## src/inc/adcs_pkg.sv

```systemverilog
package adcs_pkg;

	// ---------------------------------------------------------------
	// Timing.
	// ---------------------------------------------------------------
	localparam int CLK_HZ       = 10_000_000;
	localparam int RST_WAIT_US  = 500;
	localparam int RST_WAIT_CYC = (RST_WAIT_US * (CLK_HZ / 1000) + 999) / 1000;
	localparam int OSC_US       = 1000;
	localparam int OSC_CYC      = (OSC_US * (CLK_HZ / 1000) + 999) / 1000;
	localparam int SYNC_LOW_MIN = 4;
	localparam int SYNC_LOW_DEF = 8;
	localparam int HALF_DEF     = 4;
	localparam int CONV_CYC_DEF = 2000;
	localparam int RESET_ONES   = 40;
	localparam int RESET_BITS   = 48;

	// ---------------------------------------------------------------
	// Widths and commands.
	// ---------------------------------------------------------------
	localparam int DATA_W = 24;
	localparam int NCH    = 8;
	localparam logic [7:0] CMD_CREAD_ON  = 8'h5c;
	localparam logic [7:0] CMD_CREAD_OFF = 8'h58;
	localparam int COMM_WEN_BIT   = 7;
	localparam int COMM_RD_BIT    = 6;
	localparam int COMM_ADDR_LSB  = 3;
	localparam int COMM_CREAD_BIT = 2;

	// ---------------------------------------------------------------
	// Register addresses and fields.
	// ---------------------------------------------------------------
	localparam logic [2:0] A_STATUS = 3'h0;
	localparam logic [2:0] A_MODE   = 3'h1;
	localparam logic [2:0] A_CONFIG = 3'h2;
	localparam logic [2:0] A_DATA   = 3'h3;
	localparam int MODE_OPM_LSB    = 21;
	localparam int MODE_APPEND_BIT = 20;
	localparam int CFG_CH_LSB      = 8;
	localparam logic [23:0] MODE_RST = 24'h00_0000;
	localparam logic [23:0] CFG_RST  = 24'h00_0100;
	localparam logic [2:0]  OPM_CONT   = 3'h0;
	localparam logic [2:0]  OPM_SINGLE = 3'h1;

	// ---------------------------------------------------------------
	// State types.
	// ---------------------------------------------------------------
	typedef enum logic [2:0] {
		SER_CMD = 3'h1,
		SER_WR  = 3'h2,
		SER_RD  = 3'h4
	} adcs_ser_type;

	typedef enum logic [3:0] {
		CV_OFF  = 4'h1,
		CV_WARM = 4'h2,
		CV_RUN  = 4'h4,
		CV_HOLD = 4'h8
	} adcs_conv_type;

	typedef enum logic [4:0] {
		H_IDLE = 5'h01,
		H_WAIT = 5'h02,
		H_SYNC = 5'h04,
		H_LOW  = 5'h08,
		H_HIGH = 5'h10
	} adcs_host_type;

endpackage

```

## src/inc/adcs_if.sv

```systemverilog
interface adcs_if;
	logic sclk;
	logic cs_n;
	logic din;
	logic sync_n;
	logic dout;
	logic dout_oe;
	logic dout_line;

	// The data line idles high when the device does not drive it.
	assign dout_line = dout_oe ? dout : 1'h1;

	modport dev
	(
		input  sclk,
		input  cs_n,
		input  din,
		input  sync_n,
		output dout,
		output dout_oe
	);

	modport host
	(
		output sclk,
		output cs_n,
		output din,
		output sync_n,
		input  dout_line
	);
endinterface

```

## src/design/adcs_device.sv

```systemverilog
// Overview of operation
// - Chip select falling presents the first bit.
// - Forty ones on data input reset everything.
// - Host waits 500 us after any reset.
// - Reset clears conversion engine; also at power-up.
// - Mode 001 converts once then powers down.
// - Single conversion waits for oscillator start-up first.
// - Ready rises after read; stays high until next.
// - Single mode converts each enabled channel once.
// - Append bit adds status holding the channel.
// - Continuous mode at power-up; ready falls per result.
// - Result completing during data read outside continuous read is discarded.
// - Continuous mode loops through enabled channels.
// - Command 01011100 enters continuous read.
// - Unread result is replaced by the next one.
// - Command 01011000 while ready low exits continuous read.
// - Forty ones still reset during continuous read.
// - Sync low holds modulator and filter reset.
// - Host holds sync low four clocks minimum.
// - Sync reset ends on next clock edge.
// - Host raises sync on its own clock edge.
// - Sync rising edge starts a fresh conversion.
// - Every transaction except a continuous-read data read begins with a command byte.
// - Ready rises before each data register update.
module adcs_device
	import adcs_pkg::*;
#(
	parameter int CONV_CYC = CONV_CYC_DEF,
	parameter int WARM_CYC = OSC_CYC
)
(
	input  wire logic              clk,
	input  wire logic              nrst,
	adcs_if.dev                    link,
	input  wire logic [DATA_W-1:0] sample,
	output logic                   conv_pulse,
	output logic                   cread_on
);

	localparam int MX = CONV_CYC > WARM_CYC ? CONV_CYC : WARM_CYC;
	localparam int CW = $clog2(MX + 1);

	if (CONV_CYC < 3 || WARM_CYC < 1)
		$error("adcs_device: cycle counts too small");

	function automatic logic [2:0] lowest(input logic [NCH-1:0] m);
		logic [2:0] r;
		r = 3'h0;
		for (int i = NCH - 1; i >= 0; i--)
			if (m[i])
				r = 3'(i);
		return r;
	endfunction

	function automatic logic [5:0] reg_bits(input logic [2:0] a,
		input logic app);
		case (a)
			A_STATUS: return 6'h08;
			A_DATA:   return app ? 6'h20 : 6'h18;
			default:  return 6'h18;
		endcase
	endfunction

	logic [1:0]        sclk_s;
	logic [1:0]        cs_s;
	logic [1:0]        din_s;
	logic [1:0]        sync_s;
	logic              sclk_d;
	logic              sync_d;
	logic              rise;
	logic              din_v;
	logic              cs_lo;
	logic              sync_lo;
	logic              sync_rise;
	logic [5:0]        ones_r;
	logic              srst_r;
	adcs_ser_type      ser_r;
	logic [2:0]        addr_r;
	logic [5:0]        left_r;
	logic [7:0]        in_sh_r;
	logic [22:0]       wr_sh_r;
	logic [31:0]       out_sh_r;
	logic [2:0]        cr_cnt_r;
	logic              cread_r;
	logic [23:0]       mode_r;
	logic [23:0]       cfg_r;
	adcs_conv_type     cv_r;
	logic [CW-1:0]     cnt_r;
	logic [2:0]        ch_r;
	logic [NCH-1:0]    pend_r;
	logic [DATA_W-1:0] data_r;
	logic [2:0]        stat_ch_r;
	logic              rdy_n_r;
	logic [7:0]        byte_nxt;
	logic [23:0]       wr_val;
	logic [2:0]        cmd_addr;
	logic [31:0]       rd_word;
	logic [7:0]        stat_val;
	logic              app;
	logic              complete;
	logic              pre_upd;
	logic              reading_data;
	logic              load_cr;
	logic              wr_done;
	logic              rd_done;
	logic              restart;
	logic [2:0]        new_opm;
	logic [NCH-1:0]    new_mask;
	logic [NCH-1:0]    cur_mask;
	logic [NCH-1:0]    rem_mask;

	// ---------------------------------------------------------------
	// Pin synchronisers and edge detection.
	// ---------------------------------------------------------------
	always_ff @(posedge clk or negedge nrst)
	begin
		if (!nrst)
		begin
			sclk_s <= 2'h3;
			cs_s   <= 2'h3;
			din_s  <= 2'h0;
			sync_s <= 2'h3;
			sclk_d <= 1'h1;
			sync_d <= 1'h1;
		end
		else
		begin
			sclk_s <= {sclk_s[0], link.sclk};
			cs_s   <= {cs_s[0], link.cs_n};
			din_s  <= {din_s[0], link.din};
			sync_s <= {sync_s[0], link.sync_n};
			sclk_d <= sclk_s[1];
			sync_d <= sync_s[1];
		end
	end

	assign cs_lo     = ~cs_s[1];
	assign rise      = sclk_s[1] & ~sclk_d & cs_lo;
	assign din_v     = din_s[1];
	assign sync_lo   = ~sync_s[1];
	assign sync_rise = sync_s[1] & ~sync_d;

	// ---------------------------------------------------------------
	// Serial reset detector.
	// ---------------------------------------------------------------
	always_ff @(posedge clk or negedge nrst)
	begin
		if (!nrst)
		begin
			ones_r <= 6'h00;
			srst_r <= 1'h0;
		end
		else
		begin
			srst_r <= 1'h0;
			if (rise)
			begin
				if (!din_v)
					ones_r <= 6'h00;
				else if (ones_r == 6'(RESET_ONES - 1))
				begin
					ones_r <= 6'h00;
					srst_r <= 1'h1;
				end
				else
					ones_r <= ones_r + 6'h01;
			end
		end
	end

	// ---------------------------------------------------------------
	// Decode helpers.
	// ---------------------------------------------------------------
	assign app          = mode_r[MODE_APPEND_BIT];
	assign byte_nxt     = {in_sh_r[6:0], din_v};
	assign wr_val       = {wr_sh_r, din_v};
	assign cmd_addr     = byte_nxt[COMM_ADDR_LSB +: 3];
	assign stat_val     = {rdy_n_r, 4'h0, stat_ch_r};
	assign complete     = cv_r == CV_RUN && cnt_r == CW'(CONV_CYC - 1);
	assign pre_upd      = cv_r == CV_RUN && cnt_r == CW'(CONV_CYC - 2);
	assign reading_data = ser_r == SER_RD && addr_r == A_DATA && !cread_r;
	assign load_cr      = complete && cread_r;
	assign wr_done      = rise && !load_cr && ser_r == SER_WR
		&& left_r == 6'h01;
	assign rd_done      = rise && !load_cr && ser_r == SER_RD
		&& left_r == 6'h01 && addr_r == A_DATA;
	assign restart      = sync_rise
		|| (wr_done && (addr_r == A_MODE || addr_r == A_CONFIG));
	assign new_opm      = (wr_done && addr_r == A_MODE)
		? wr_val[MODE_OPM_LSB +: 3] : mode_r[MODE_OPM_LSB +: 3];
	assign new_mask     = (wr_done && addr_r == A_CONFIG)
		? wr_val[CFG_CH_LSB +: NCH] : cfg_r[CFG_CH_LSB +: NCH];
	assign cur_mask     = cfg_r[CFG_CH_LSB +: NCH];
	assign rem_mask     = pend_r & ~(NCH'(1) << ch_r);

	always_comb
	begin
		rd_word = 32'h0000_0000;
		case (cmd_addr)
			A_STATUS: rd_word = {stat_val, 24'h00_0000};
			A_MODE:   rd_word = {mode_r, 8'h00};
			A_CONFIG: rd_word = {cfg_r, 8'h00};
			A_DATA:   rd_word = {data_r, app ? stat_val : 8'h00};
			default:  rd_word = 32'h0000_0000;
		endcase
	end

	// ---------------------------------------------------------------
	// Serial command and shift engine.
	// ---------------------------------------------------------------
	always_ff @(posedge clk or negedge nrst)
	begin
		if (!nrst)
		begin
			ser_r    <= SER_CMD;
			addr_r   <= A_STATUS;
			left_r   <= 6'h08;
			in_sh_r  <= 8'h00;
			wr_sh_r  <= 23'h00_0000;
			out_sh_r <= 32'h0000_0000;
			cr_cnt_r <= 3'h0;
			cread_r  <= 1'h0;
		end
		else if (srst_r)
		begin
			ser_r    <= SER_CMD;
			addr_r   <= A_STATUS;
			left_r   <= 6'h08;
			in_sh_r  <= 8'h00;
			wr_sh_r  <= 23'h00_0000;
			out_sh_r <= 32'h0000_0000;
			cr_cnt_r <= 3'h0;
			cread_r  <= 1'h0;
		end
		else if (load_cr)
		begin
			out_sh_r <= {sample, app ? {5'h00, ch_r} : 8'h00};
			ser_r    <= SER_RD;
			addr_r   <= A_DATA;
			left_r   <= reg_bits(A_DATA, app);
			cr_cnt_r <= 3'h0;
		end
		else if (!cs_lo && !cread_r)
		begin
			ser_r  <= SER_CMD;
			left_r <= 6'h08;
		end
		else if (rise)
		begin
			in_sh_r  <= byte_nxt;
			cr_cnt_r <= cr_cnt_r + 3'h1;
			left_r <= left_r - 6'h01;
			case (ser_r)
				SER_CMD:
				begin
					if (left_r == 6'h01)
					begin
						left_r <= 6'h08;
						if (!cread_r && !byte_nxt[COMM_WEN_BIT])
						begin
							addr_r <= cmd_addr;
							left_r <= reg_bits(cmd_addr, app);
							if (byte_nxt == CMD_CREAD_ON)
							begin
								cread_r  <= 1'h1;
								cr_cnt_r <= 3'h0;
								left_r   <= 6'h08;
							end
							else if (byte_nxt[COMM_RD_BIT])
							begin
								ser_r    <= SER_RD;
								out_sh_r <= rd_word;
							end
							else
								ser_r <= SER_WR;
						end
					end
				end
				SER_WR:
				begin
					wr_sh_r <= wr_val[22:0];
					if (left_r == 6'h01)
					begin
						ser_r  <= SER_CMD;
						left_r <= 6'h08;
					end
				end
				SER_RD:
				begin
					out_sh_r <= {out_sh_r[30:0], 1'h0};
					if (left_r == 6'h01)
					begin
						ser_r  <= SER_CMD;
						left_r <= 6'h08;
					end
				end
				default:
				begin
					ser_r <= SER_CMD;
				end
			endcase
			// Leaving continuous read drops any half-read result.
			if (cread_r && cr_cnt_r == 3'h7 && byte_nxt == CMD_CREAD_OFF)
			begin
				cread_r <= 1'h0;
				ser_r   <= SER_CMD;
				left_r  <= 6'h08;
			end
		end
	end

	// ---------------------------------------------------------------
	// Configuration registers.
	// ---------------------------------------------------------------
	always_ff @(posedge clk or negedge nrst)
	begin
		if (!nrst)
		begin
			mode_r <= MODE_RST;
			cfg_r  <= CFG_RST;
		end
		else if (srst_r)
		begin
			mode_r <= MODE_RST;
			cfg_r  <= CFG_RST;
		end
		else if (wr_done && addr_r == A_MODE)
			mode_r <= wr_val;
		else if (wr_done && addr_r == A_CONFIG)
			cfg_r <= wr_val;
	end

	// ---------------------------------------------------------------
	// Conversion sequencer.
	// ---------------------------------------------------------------
	always_ff @(posedge clk or negedge nrst)
	begin
		if (!nrst)
		begin
			cv_r       <= CV_RUN;
			cnt_r      <= '0;
			ch_r       <= 3'h0;
			pend_r     <= CFG_RST[CFG_CH_LSB +: NCH];
			data_r     <= 24'h00_0000;
			stat_ch_r  <= 3'h0;
			rdy_n_r    <= 1'h1;
			conv_pulse <= 1'h0;
		end
		else if (srst_r)
		begin
			cv_r       <= CV_RUN;
			cnt_r      <= '0;
			ch_r       <= 3'h0;
			pend_r     <= CFG_RST[CFG_CH_LSB +: NCH];
			data_r     <= 24'h00_0000;
			stat_ch_r  <= 3'h0;
			rdy_n_r    <= 1'h1;
			conv_pulse <= 1'h0;
		end
		else
		begin
			conv_pulse <= 1'h0;
			cnt_r      <= cnt_r + 1'h1;
			if (rd_done)
				rdy_n_r <= 1'h1;
			if (sync_lo)
			begin
				cv_r  <= CV_HOLD;
				cnt_r <= '0;
			end
			else if (restart)
			begin
				cnt_r   <= '0;
				rdy_n_r <= 1'h1;
				pend_r  <= new_mask == '0 ? NCH'(1) : new_mask;
				ch_r    <= lowest(new_mask);
				if (new_opm == OPM_CONT)
					cv_r <= CV_RUN;
				else if (new_opm == OPM_SINGLE)
					cv_r <= CV_WARM;
				else
					cv_r <= CV_OFF;
			end
			else
			begin
				case (cv_r)
					CV_WARM:
					begin
						if (cnt_r == CW'(WARM_CYC - 1))
						begin
							cnt_r <= '0;
							cv_r  <= CV_RUN;
						end
					end
					CV_RUN:
					begin
						if (pre_upd)
							rdy_n_r <= 1'h1;
						if (complete)
						begin
							cnt_r <= '0;
							if (!reading_data)
							begin
								data_r     <= sample;
								stat_ch_r  <= ch_r;
								rdy_n_r    <= 1'h0;
								conv_pulse <= 1'h1;
							end
							if (rem_mask != '0)
							begin
								pend_r <= rem_mask;
								ch_r   <= lowest(rem_mask);
							end
							else if (mode_r[MODE_OPM_LSB +: 3] == OPM_SINGLE)
								cv_r <= CV_OFF;
							else
							begin
								pend_r <= cur_mask == '0 ? NCH'(1) : cur_mask;
								ch_r   <= lowest(cur_mask);
							end
						end
					end
					CV_OFF, CV_HOLD:
					begin
						cnt_r <= '0;
					end
					default:
					begin
						cv_r <= CV_OFF;
					end
				endcase
			end
		end
	end

	// ---------------------------------------------------------------
	// Output pins.
	// ---------------------------------------------------------------
	always_ff @(posedge clk or negedge nrst)
	begin
		if (!nrst)
		begin
			link.dout    <= 1'h1;
			link.dout_oe <= 1'h0;
			cread_on     <= 1'h0;
		end
		else
		begin
			link.dout_oe <= cs_lo;
			cread_on     <= cread_r;
			if (ser_r == SER_RD)
				link.dout <= out_sh_r[31];
			else
				link.dout <= rdy_n_r;
		end
	end

endmodule

```

## src/flat_wrapper.sv

```systemverilog
// flat-port wrapper written by rule: the top's interface ports become plain ports
module adcs_device_flat import adcs_pkg::*;
#(
	parameter int CONV_CYC = CONV_CYC_DEF,
	parameter int WARM_CYC = OSC_CYC
)
  (clk, nrst, sample, conv_pulse, cread_on, link_sclk, link_cs_n, link_din, link_sync_n, link_dout, link_dout_oe);
  adcs_if link_i ();
  input  wire logic clk;
  input  wire logic nrst;
  input  wire logic [DATA_W-1:0] sample;
  output logic conv_pulse;
  output logic cread_on;
  input wire logic [$bits(link_i.sclk)-1:0] link_sclk;
  input wire logic [$bits(link_i.cs_n)-1:0] link_cs_n;
  input wire logic [$bits(link_i.din)-1:0] link_din;
  input wire logic [$bits(link_i.sync_n)-1:0] link_sync_n;
  output wire logic [$bits(link_i.dout)-1:0] link_dout;
  output wire logic [$bits(link_i.dout_oe)-1:0] link_dout_oe;
  assign link_i.sclk = link_sclk;
  assign link_i.cs_n = link_cs_n;
  assign link_i.din = link_din;
  assign link_i.sync_n = link_sync_n;
  assign link_dout = link_i.dout;
  assign link_dout_oe = link_i.dout_oe;
  adcs_device #(.CONV_CYC(CONV_CYC), .WARM_CYC(WARM_CYC)) u_core (.clk(clk), .nrst(nrst), .link(link_i), .sample(sample), .conv_pulse(conv_pulse), .cread_on(cread_on));
endmodule
```

## config.mk

```make
export PLATFORM = sky130hd
export DESIGN_NAME = adcs_device_flat
export DESIGN_NICKNAME = d
export VERILOG_FILES = /design/src/inc/adcs_pkg.sv /design/src/inc/adcs_if.sv /design/src/design/adcs_device.sv /design/src/flat_wrapper.sv
export SDC_FILE = /design/constraint.sdc
export NUM_CORES = 1
export LEC_CHECK = 0
export BUFFER_PORTS_ARGS = -buffer_cell sky130_fd_sc_hd__buf_2
export CORE_UTILIZATION = 30
export DETAILED_ROUTE_END_ITERATION = 10
export SYNTH_ARGS = -nofsm -noshare
export SYNTH_HDL_FRONTEND = slang
export SYNTH_SLANG_ARGS = --single-unit
```

## constraint.sdc

```tcl
create_clock -name clk -period 7.5 [get_ports clk]
set_input_delay 0.75 -clock clk [delete_from_list [all_inputs] [get_ports clk]]
set_output_delay 0.75 -clock clk [all_outputs]
set_load 0.05 [all_outputs]
```

# Word-level counts from Yosys, hierarchy flattened
# Index checks and enable logic that the tools add are counted.
[totals] reg_bits=204 input_bits=30 out_inout_bits=4 wordCells=308
[classes] addsub=4 n_eq_ne=43 shift=1 muxes=163 n_bitwise=8 reduce_logical=60
[op_table] cell="24-bit 2-to-1 mux" count=11
[op_table] cell="32-bit 2-to-1 mux" count=8
[op_table] cell="3-bit 2-to-1 mux" count=64
[op_table] cell="32-bit case mux with 4 select lines" count=1
[op_table] cell="23-bit 2-to-1 mux" count=5
[op_table] cell="8-bit 2-to-1 mux" count=11
[op_table] cell="6-bit 2-to-1 mux" count=12
[op_table] cell="14-bit 2-to-1 mux" count=5
[op_table] cell="32-bit case mux with 2 select lines" count=1
[op_table] cell="14-bit case mux with 3 select lines" count=1
[op_table] cell="4-bit 2-to-1 mux" count=8
[op_table] cell="3-bit nonzero test" count=10
[op_table] cell="14-bit by 11-bit equality test with 1-bit output (second input constant)" count=2
[op_table] cell="7-bit 2-to-1 mux" count=4
[op_table] cell="1-bit 2-to-1 mux" count=27
[op_table] cell="6-bit case mux with 2 select lines" count=2
[op_table] cell="5-bit != test (second input constant)" count=4
[op_table] cell="5-bit AND reduction" count=4
[op_table] cell="1-bit logical AND" count=18
[op_table] cell="6-bit by 1-bit != test with 1-bit output (second input constant)" count=3
[op_table] cell="8-bit by 7-bit equality test with 1-bit output (second input constant)" count=2
[op_table] cell="8-bit logical NOT" count=2
[op_table] cell="4-bit by 1-bit != test with 1-bit output (second input constant)" count=4
[op_table] cell="3-bit by 1-bit equality test with 1-bit output (second input constant)" count=5
[op_table] cell="37 further kinds" count=65

# Depth between registers and ports, before layout
[depth] depth_word=20 ltp_mapped=12 mapped_depth_nobuf=9

# Worst setup path before layout
# OpenSTA, ideal clock, no wires.
[synth_path] kind="reg2reg" startpoint="register u_core.sclk_s[1]" endpoint="register u_core.cv_r[2]" setup_ns=0.082 arrival_time_ns=2.443 required_ns=7.418 setup_slack_ns=4.975 stages_incl_launch_ff=10 path_buffers=2 synth_period_minus_slack_ns=2.525 cell_sequence="dfstp_2 or3b_1 buf_2 nor3_4 o2111a_1 buf_4 mux2i_1 nor2b_1 a311o_1 mux2_2"
[synth_between] elab_chain_cells=12 word_cells_on_any_way=20 classes_between="5 x eq/ne; 5 x mux; 2 x bitwise; 8 x reduce/logical"
[synth_rtl] element="start, declared" line_no="adcs_device.sv:64" text="logic [1:0] sclk_s;"
[synth_rtl] element="start signal, assigned" line_no="adcs_device.sv:128" text="sclk_s <= {sclk_s[0], link.sclk};"
[synth_rtl] element="1-bit bitwise AND (*) (2 in a row)" line_no="adcs_device.sv:138" text="assign rise = sclk_s[1] & ~sclk_d & cs_lo;"
[synth_rtl] element="1-bit logical AND (*) (2 in a row)" line_no="adcs_device.sv:183" text="assign wr_done = rise && !load_cr && ser_r == SER_WR"
[synth_rtl] element="1-bit logical AND (*)" line_no="adcs_device.sv:184" text="&& left_r == 6'h01;"
[synth_rtl] element="1-bit logical AND" line_no="adcs_device.sv:189" text="assign new_opm = (wr_done && addr_r == A_MODE)"
[synth_rtl] element="3-bit 2-to-1 mux" line_no="adcs_device.sv:190" text="? wr_val[MODE_OPM_LSB +: 3] : mode_r[MODE_OPM_LSB +: 3];"
[synth_rtl] element="3-bit logical NOT" line_no="adcs_device.sv:377" text="if (new_opm == OPM_CONT)"
[synth_rtl] element="4-bit 2-to-1 mux" line_no="adcs_device.sv:377"
[synth_rtl] element="4-bit 2-to-1 mux" line_no="adcs_device.sv:371" text="else if (restart)"
[synth_rtl] element="4-bit 2-to-1 mux" line_no="adcs_device.sv:366" text="if (sync_lo)"
[synth_rtl] element="4-bit 2-to-1 mux" line_no="adcs_device.sv:349" text="else if (srst_r)"
[synth_rtl] element="end signal, assigned" line_no="adcs_device.sv:351" text="cv_r <= CV_RUN;"
[synth_rtl] element="end signal, assigned" line_no="adcs_device.sv:368" text="cv_r <= CV_HOLD;"
[synth_rtl] element="end signal, assigned" line_no="adcs_device.sv:378" text="cv_r <= CV_RUN;"
[synth_rtl] element="end, declared" line_no="adcs_device.sv:87" text="adcs_conv_type cv_r;"
# Every way passes the cells marked *; elsewhere a longest branch is shown, timed or not.
# A chain may end at the register's enable or synchronous reset.

# Worst setup path in the final report
# Ends and elaborated chain as after synthesis.

==> flow_metrics.env <==
export IMPL_synthArstFlopShare_pct=100
export IMPL_grt_ovfl_total=0
export IMPL_initial_core_util_pct=30.5
export IMPL_rr_startpoint="u_core.sclk_s[1]"
export IMPL_clock_latency_ns=0.51
export IMPL_antenna_found_initial=0
export IMPL_yosys_warnings=0
export IMPL_outcome="complete, no violations"
export IMPL_ys_seq_area_share_pct=50.2
export IMPL_grt_pass1_wl_mm=43.6
export IMPL_critPathRequiredTime_ns=7.93
export IMPL_drc=0
export IMPL_worstMarginPinSlew_ns=1.04
export IMPL_synth_edff_count=0
export IMPL_num_rows=67
export IMPL_cts_clk_slew_worst_paths_ns=0.06
export IMPL_setup_violations=0
export IMPL_cts_tree="done"
export IMPL_path_cells="or3b_1 -> nor3_4 -> o2111a_1 -> mux2i_1 -> nor2b_1 -> a311o_1 -> mux2_2"
export IMPL_die_height_um=187
export IMPL_numCtsBuffers=23
export IMPL_crit_arrival_ns=4.05
export IMPL_drtIter0Drc=764
export IMPL_path_delay_family="compound AO/OA/AOI/OAI gates"
export IMPL_drv_cap=0
export IMPL_min_to="u_core.sclk_s[0]"
export IMPL_globalRouteTotalUtil_pct=14.9
export IMPL_drive_above_1_share_pct=13.4
export IMPL_core_um2=33500
export IMPL_wl_per_cell_um=16.1
export IMPL_grt_pass1_vias=8096
export IMPL_synth_top_flop_cell="dfrtp_1"
export IMPL_cts_htree_levels=1
export IMPL_drtAntennaViolNets=0
export IMPL_critPathMaxStageDelay_ns=0.92
export IMPL_die_w_um=187
export IMPL_hold_path_class="input port to register"
export IMPL_maxSlewViolCount=0
export IMPL_nets=1164
export IMPL_final_hold_violation_count=0
export IMPL_cp_slowest_cell="o2111a_1"
export IMPL_avgViaCountPerCell=5.22
export IMPL_dp_slack_ns=3.86
export IMPL_clock_skew_ns=0.0196
export IMPL_rsz0062_at_grt="false"
export IMPL_peakVddDrop_uv=148
export IMPL_finalPower_w=0.00297
export IMPL_root_buffer="clkbuf_16"
export IMPL_cp_num_buf_inv=0
export IMPL_hp_start="link_sclk"
export IMPL_crit_type="register to register"
export IMPL_ys_seq_elements=204
export IMPL_grt_max_degree=103
export IMPL_io_pins=34
export IMPL_fin_area_um2=11600
export IMPL_whs_path_depth=1
export IMPL_post_dp_cell_area_um2=10800
export IMPL_post_cts_buffers=0
export IMPL_dpl_hpwl_mm=16.7
export IMPL_tns_ns=0
export IMPL_regToRegSetupSlack_ns=3.88
export IMPL_max_freq_mhz=276
export IMPL_syn_to_final_growth_pct=13.5
export IMPL_cts_hold_fix_buffers=0
export IMPL_diodes=0
export IMPL_fin_crit_sh_pct=48.3
export IMPL_power_per_cell_area_nw_per_um2=256
export IMPL_cts_repair_resized=0
export IMPL_drt_wl_total_mm=25.6
export IMPL_cts_sinks=204
export IMPL_layout_common_cells="nand2_1, dfrtp_1, a21oi_1"
export IMPL_numPortBuffers=33
export IMPL_syn_area_um2=10200
export IMPL_cp_max_fo=25
export IMPL_worstSetupEndpointType="register"
export IMPL_r2r_cells=7
export IMPL_r2r_end="u_core.cv_r[2]"
export IMPL_startpoint_type="register"
export IMPL_die_area_um2=34800
export IMPL_layout_commonest_cell="nand2_1"
export IMPL_synthCells=1125
export IMPL_synth_cell_types=70
export IMPL_routabilityCongestion=0.799
export IMPL_slew_headroom_pct=30.7
export IMPL_p_leak_nw=4.75
export IMPL_cts_max_path_buffers=3
export IMPL_syn_nets=1162
export IMPL_vias=8294
export IMPL_first_pass_iters=6
export IMPL_setup_ws_ns=3.88
export IMPL_layout_min_cycle_time_ns=3.62
export IMPL_syn_area_per_cell_um2=9.08
==> routing by layer <==
layer	vias up	routed length [um]	share of wire, %	GRT usage (%)
met5	-	0	0	0
met4	0	501	2.0	4.00
met3	31	1180	4.6	1.94
met2	196	11600	45	23.9
met1	4104	12300	48	21.2
li1	3963	-	-	-
==> registers in the layout, summed over array words and instances (netlist names), 2 cells and up <==
| signal | count |
|---|---|
| u_core.ones_r | 6 |
| u_core.cs_s | 2 |
| u_core.cv_r | 4 |
| u_core.sync_s | 2 |
| u_core.wr_sh_r | 23 |
| u_core.left_r | 6 |
| u_core.data_r | 24 |
| u_core.ch_r | 3 |
| u_core.din_s | 2 |
| u_core.in_sh_r | 7 |
| u_core.ser_r | 3 |
| u_core.mode_r | 24 |
| u_core.stat_ch_r | 3 |
| u_core.sclk_s | 2 |
| u_core.cfg_r | 24 |
| u_core.cr_cnt_r | 3 |
| u_core.addr_r | 3 |
| u_core.pend_r | 8 |
| u_core.cnt_r | 14 |
| u_core.out_sh_r | 32 |
==> synthesized netlist by cell type, types with 12 or more instances <==
master	n	area share, %
inv_1	21	0.77
a222oi_1	20	2.0
o21ai_0	29	1.4
nand3_1	19	0.93
a21oi_1	149	7.3
a22o_1	26	2.2
clkbuf_1	56	2.1
buf_2	12	0.59
dfstp_2	15	3.9
dfrtp_1	189	46
nand2_1	261	9.6
nor2_1	100	3.7
mux2_2	28	3.1
mux2i_1	12	1.2
==> report_power, final <==
group | leakage [nW] | total (W) | switching, W | internal, W
combinational | 1.85 | 0.000487 | 0.000269 | 0.000218
clock | 0.397 | 0.00119 | 0.000468 | 0.000717
sequential | 2.50 | 0.00129 | 0.000110 | 0.00118
total | 4.75 | 0.00297 | 0.000848 | 0.00212
==> worst max path at each step <==
stage / startpoint / slack [ns] / depth (start not counted) / to
6_report: u_core.sclk_s[1] / 3.88 / 7 / u_core.cv_r[2]
2_1_floorplan: u_core.sclk_s[1] / 4.97 / 9 / u_core.cv_r[2]
5_1_grt: u_core.sclk_s[1] / 3.58 / 7 / u_core.cv_r[2]
3_5_place_dp: u_core.sclk_s[1] / 3.86 / 7 / u_core.cv_r[2]
4_1_cts: u_core.sclk_s[1] / 3.85 / 7 / u_core.cv_r[2]
3_3_place_gp: u_core.sclk_s[1] / 3.96 / 7 / u_core.cv_r[2]
==> cells by family (layout without fill, tap and decap cells) <==
group | count (synthesis) | in the layout | synth area share (%)
buffers and inverters | 93 | 110 | 3.67
adder cells (fa/ha/maj) | 7 | 7 | 0.857
XOR/XNOR | 17 | 17 | 1.46
flip-flops | 204 | 204 | 50.2
multiplexers | 45 | 45 | 5.25
AND/OR/NAND/NOR | 453 | 453 | 19.3
AO/OA/AOI/OAI | 306 | 306 | 19.3
==> through the flow <==
step           util, %  hold slack [ns]  std cells
2_1_floorplan        -            0.331       1125
3_3_place_gp      32.2            0.336       1550
3_5_place_dp      32.2            0.339       1550
4_1_cts           34.6            0.320       1590
5_1_grt           34.6            0.326       1590
6_report          34.6            0.344       1590
==> cell type report <==
type	count	area, um2
clock inverters	12	151
multi-input cells	828	4740
well taps	448	561
fillers	3432	21900
flip-flops and latches	204	5130
inverters	21	78.8
clock buffers	28	644
repair buffers	49	294
Note: power is estimated with default switching activity, not from simulation.
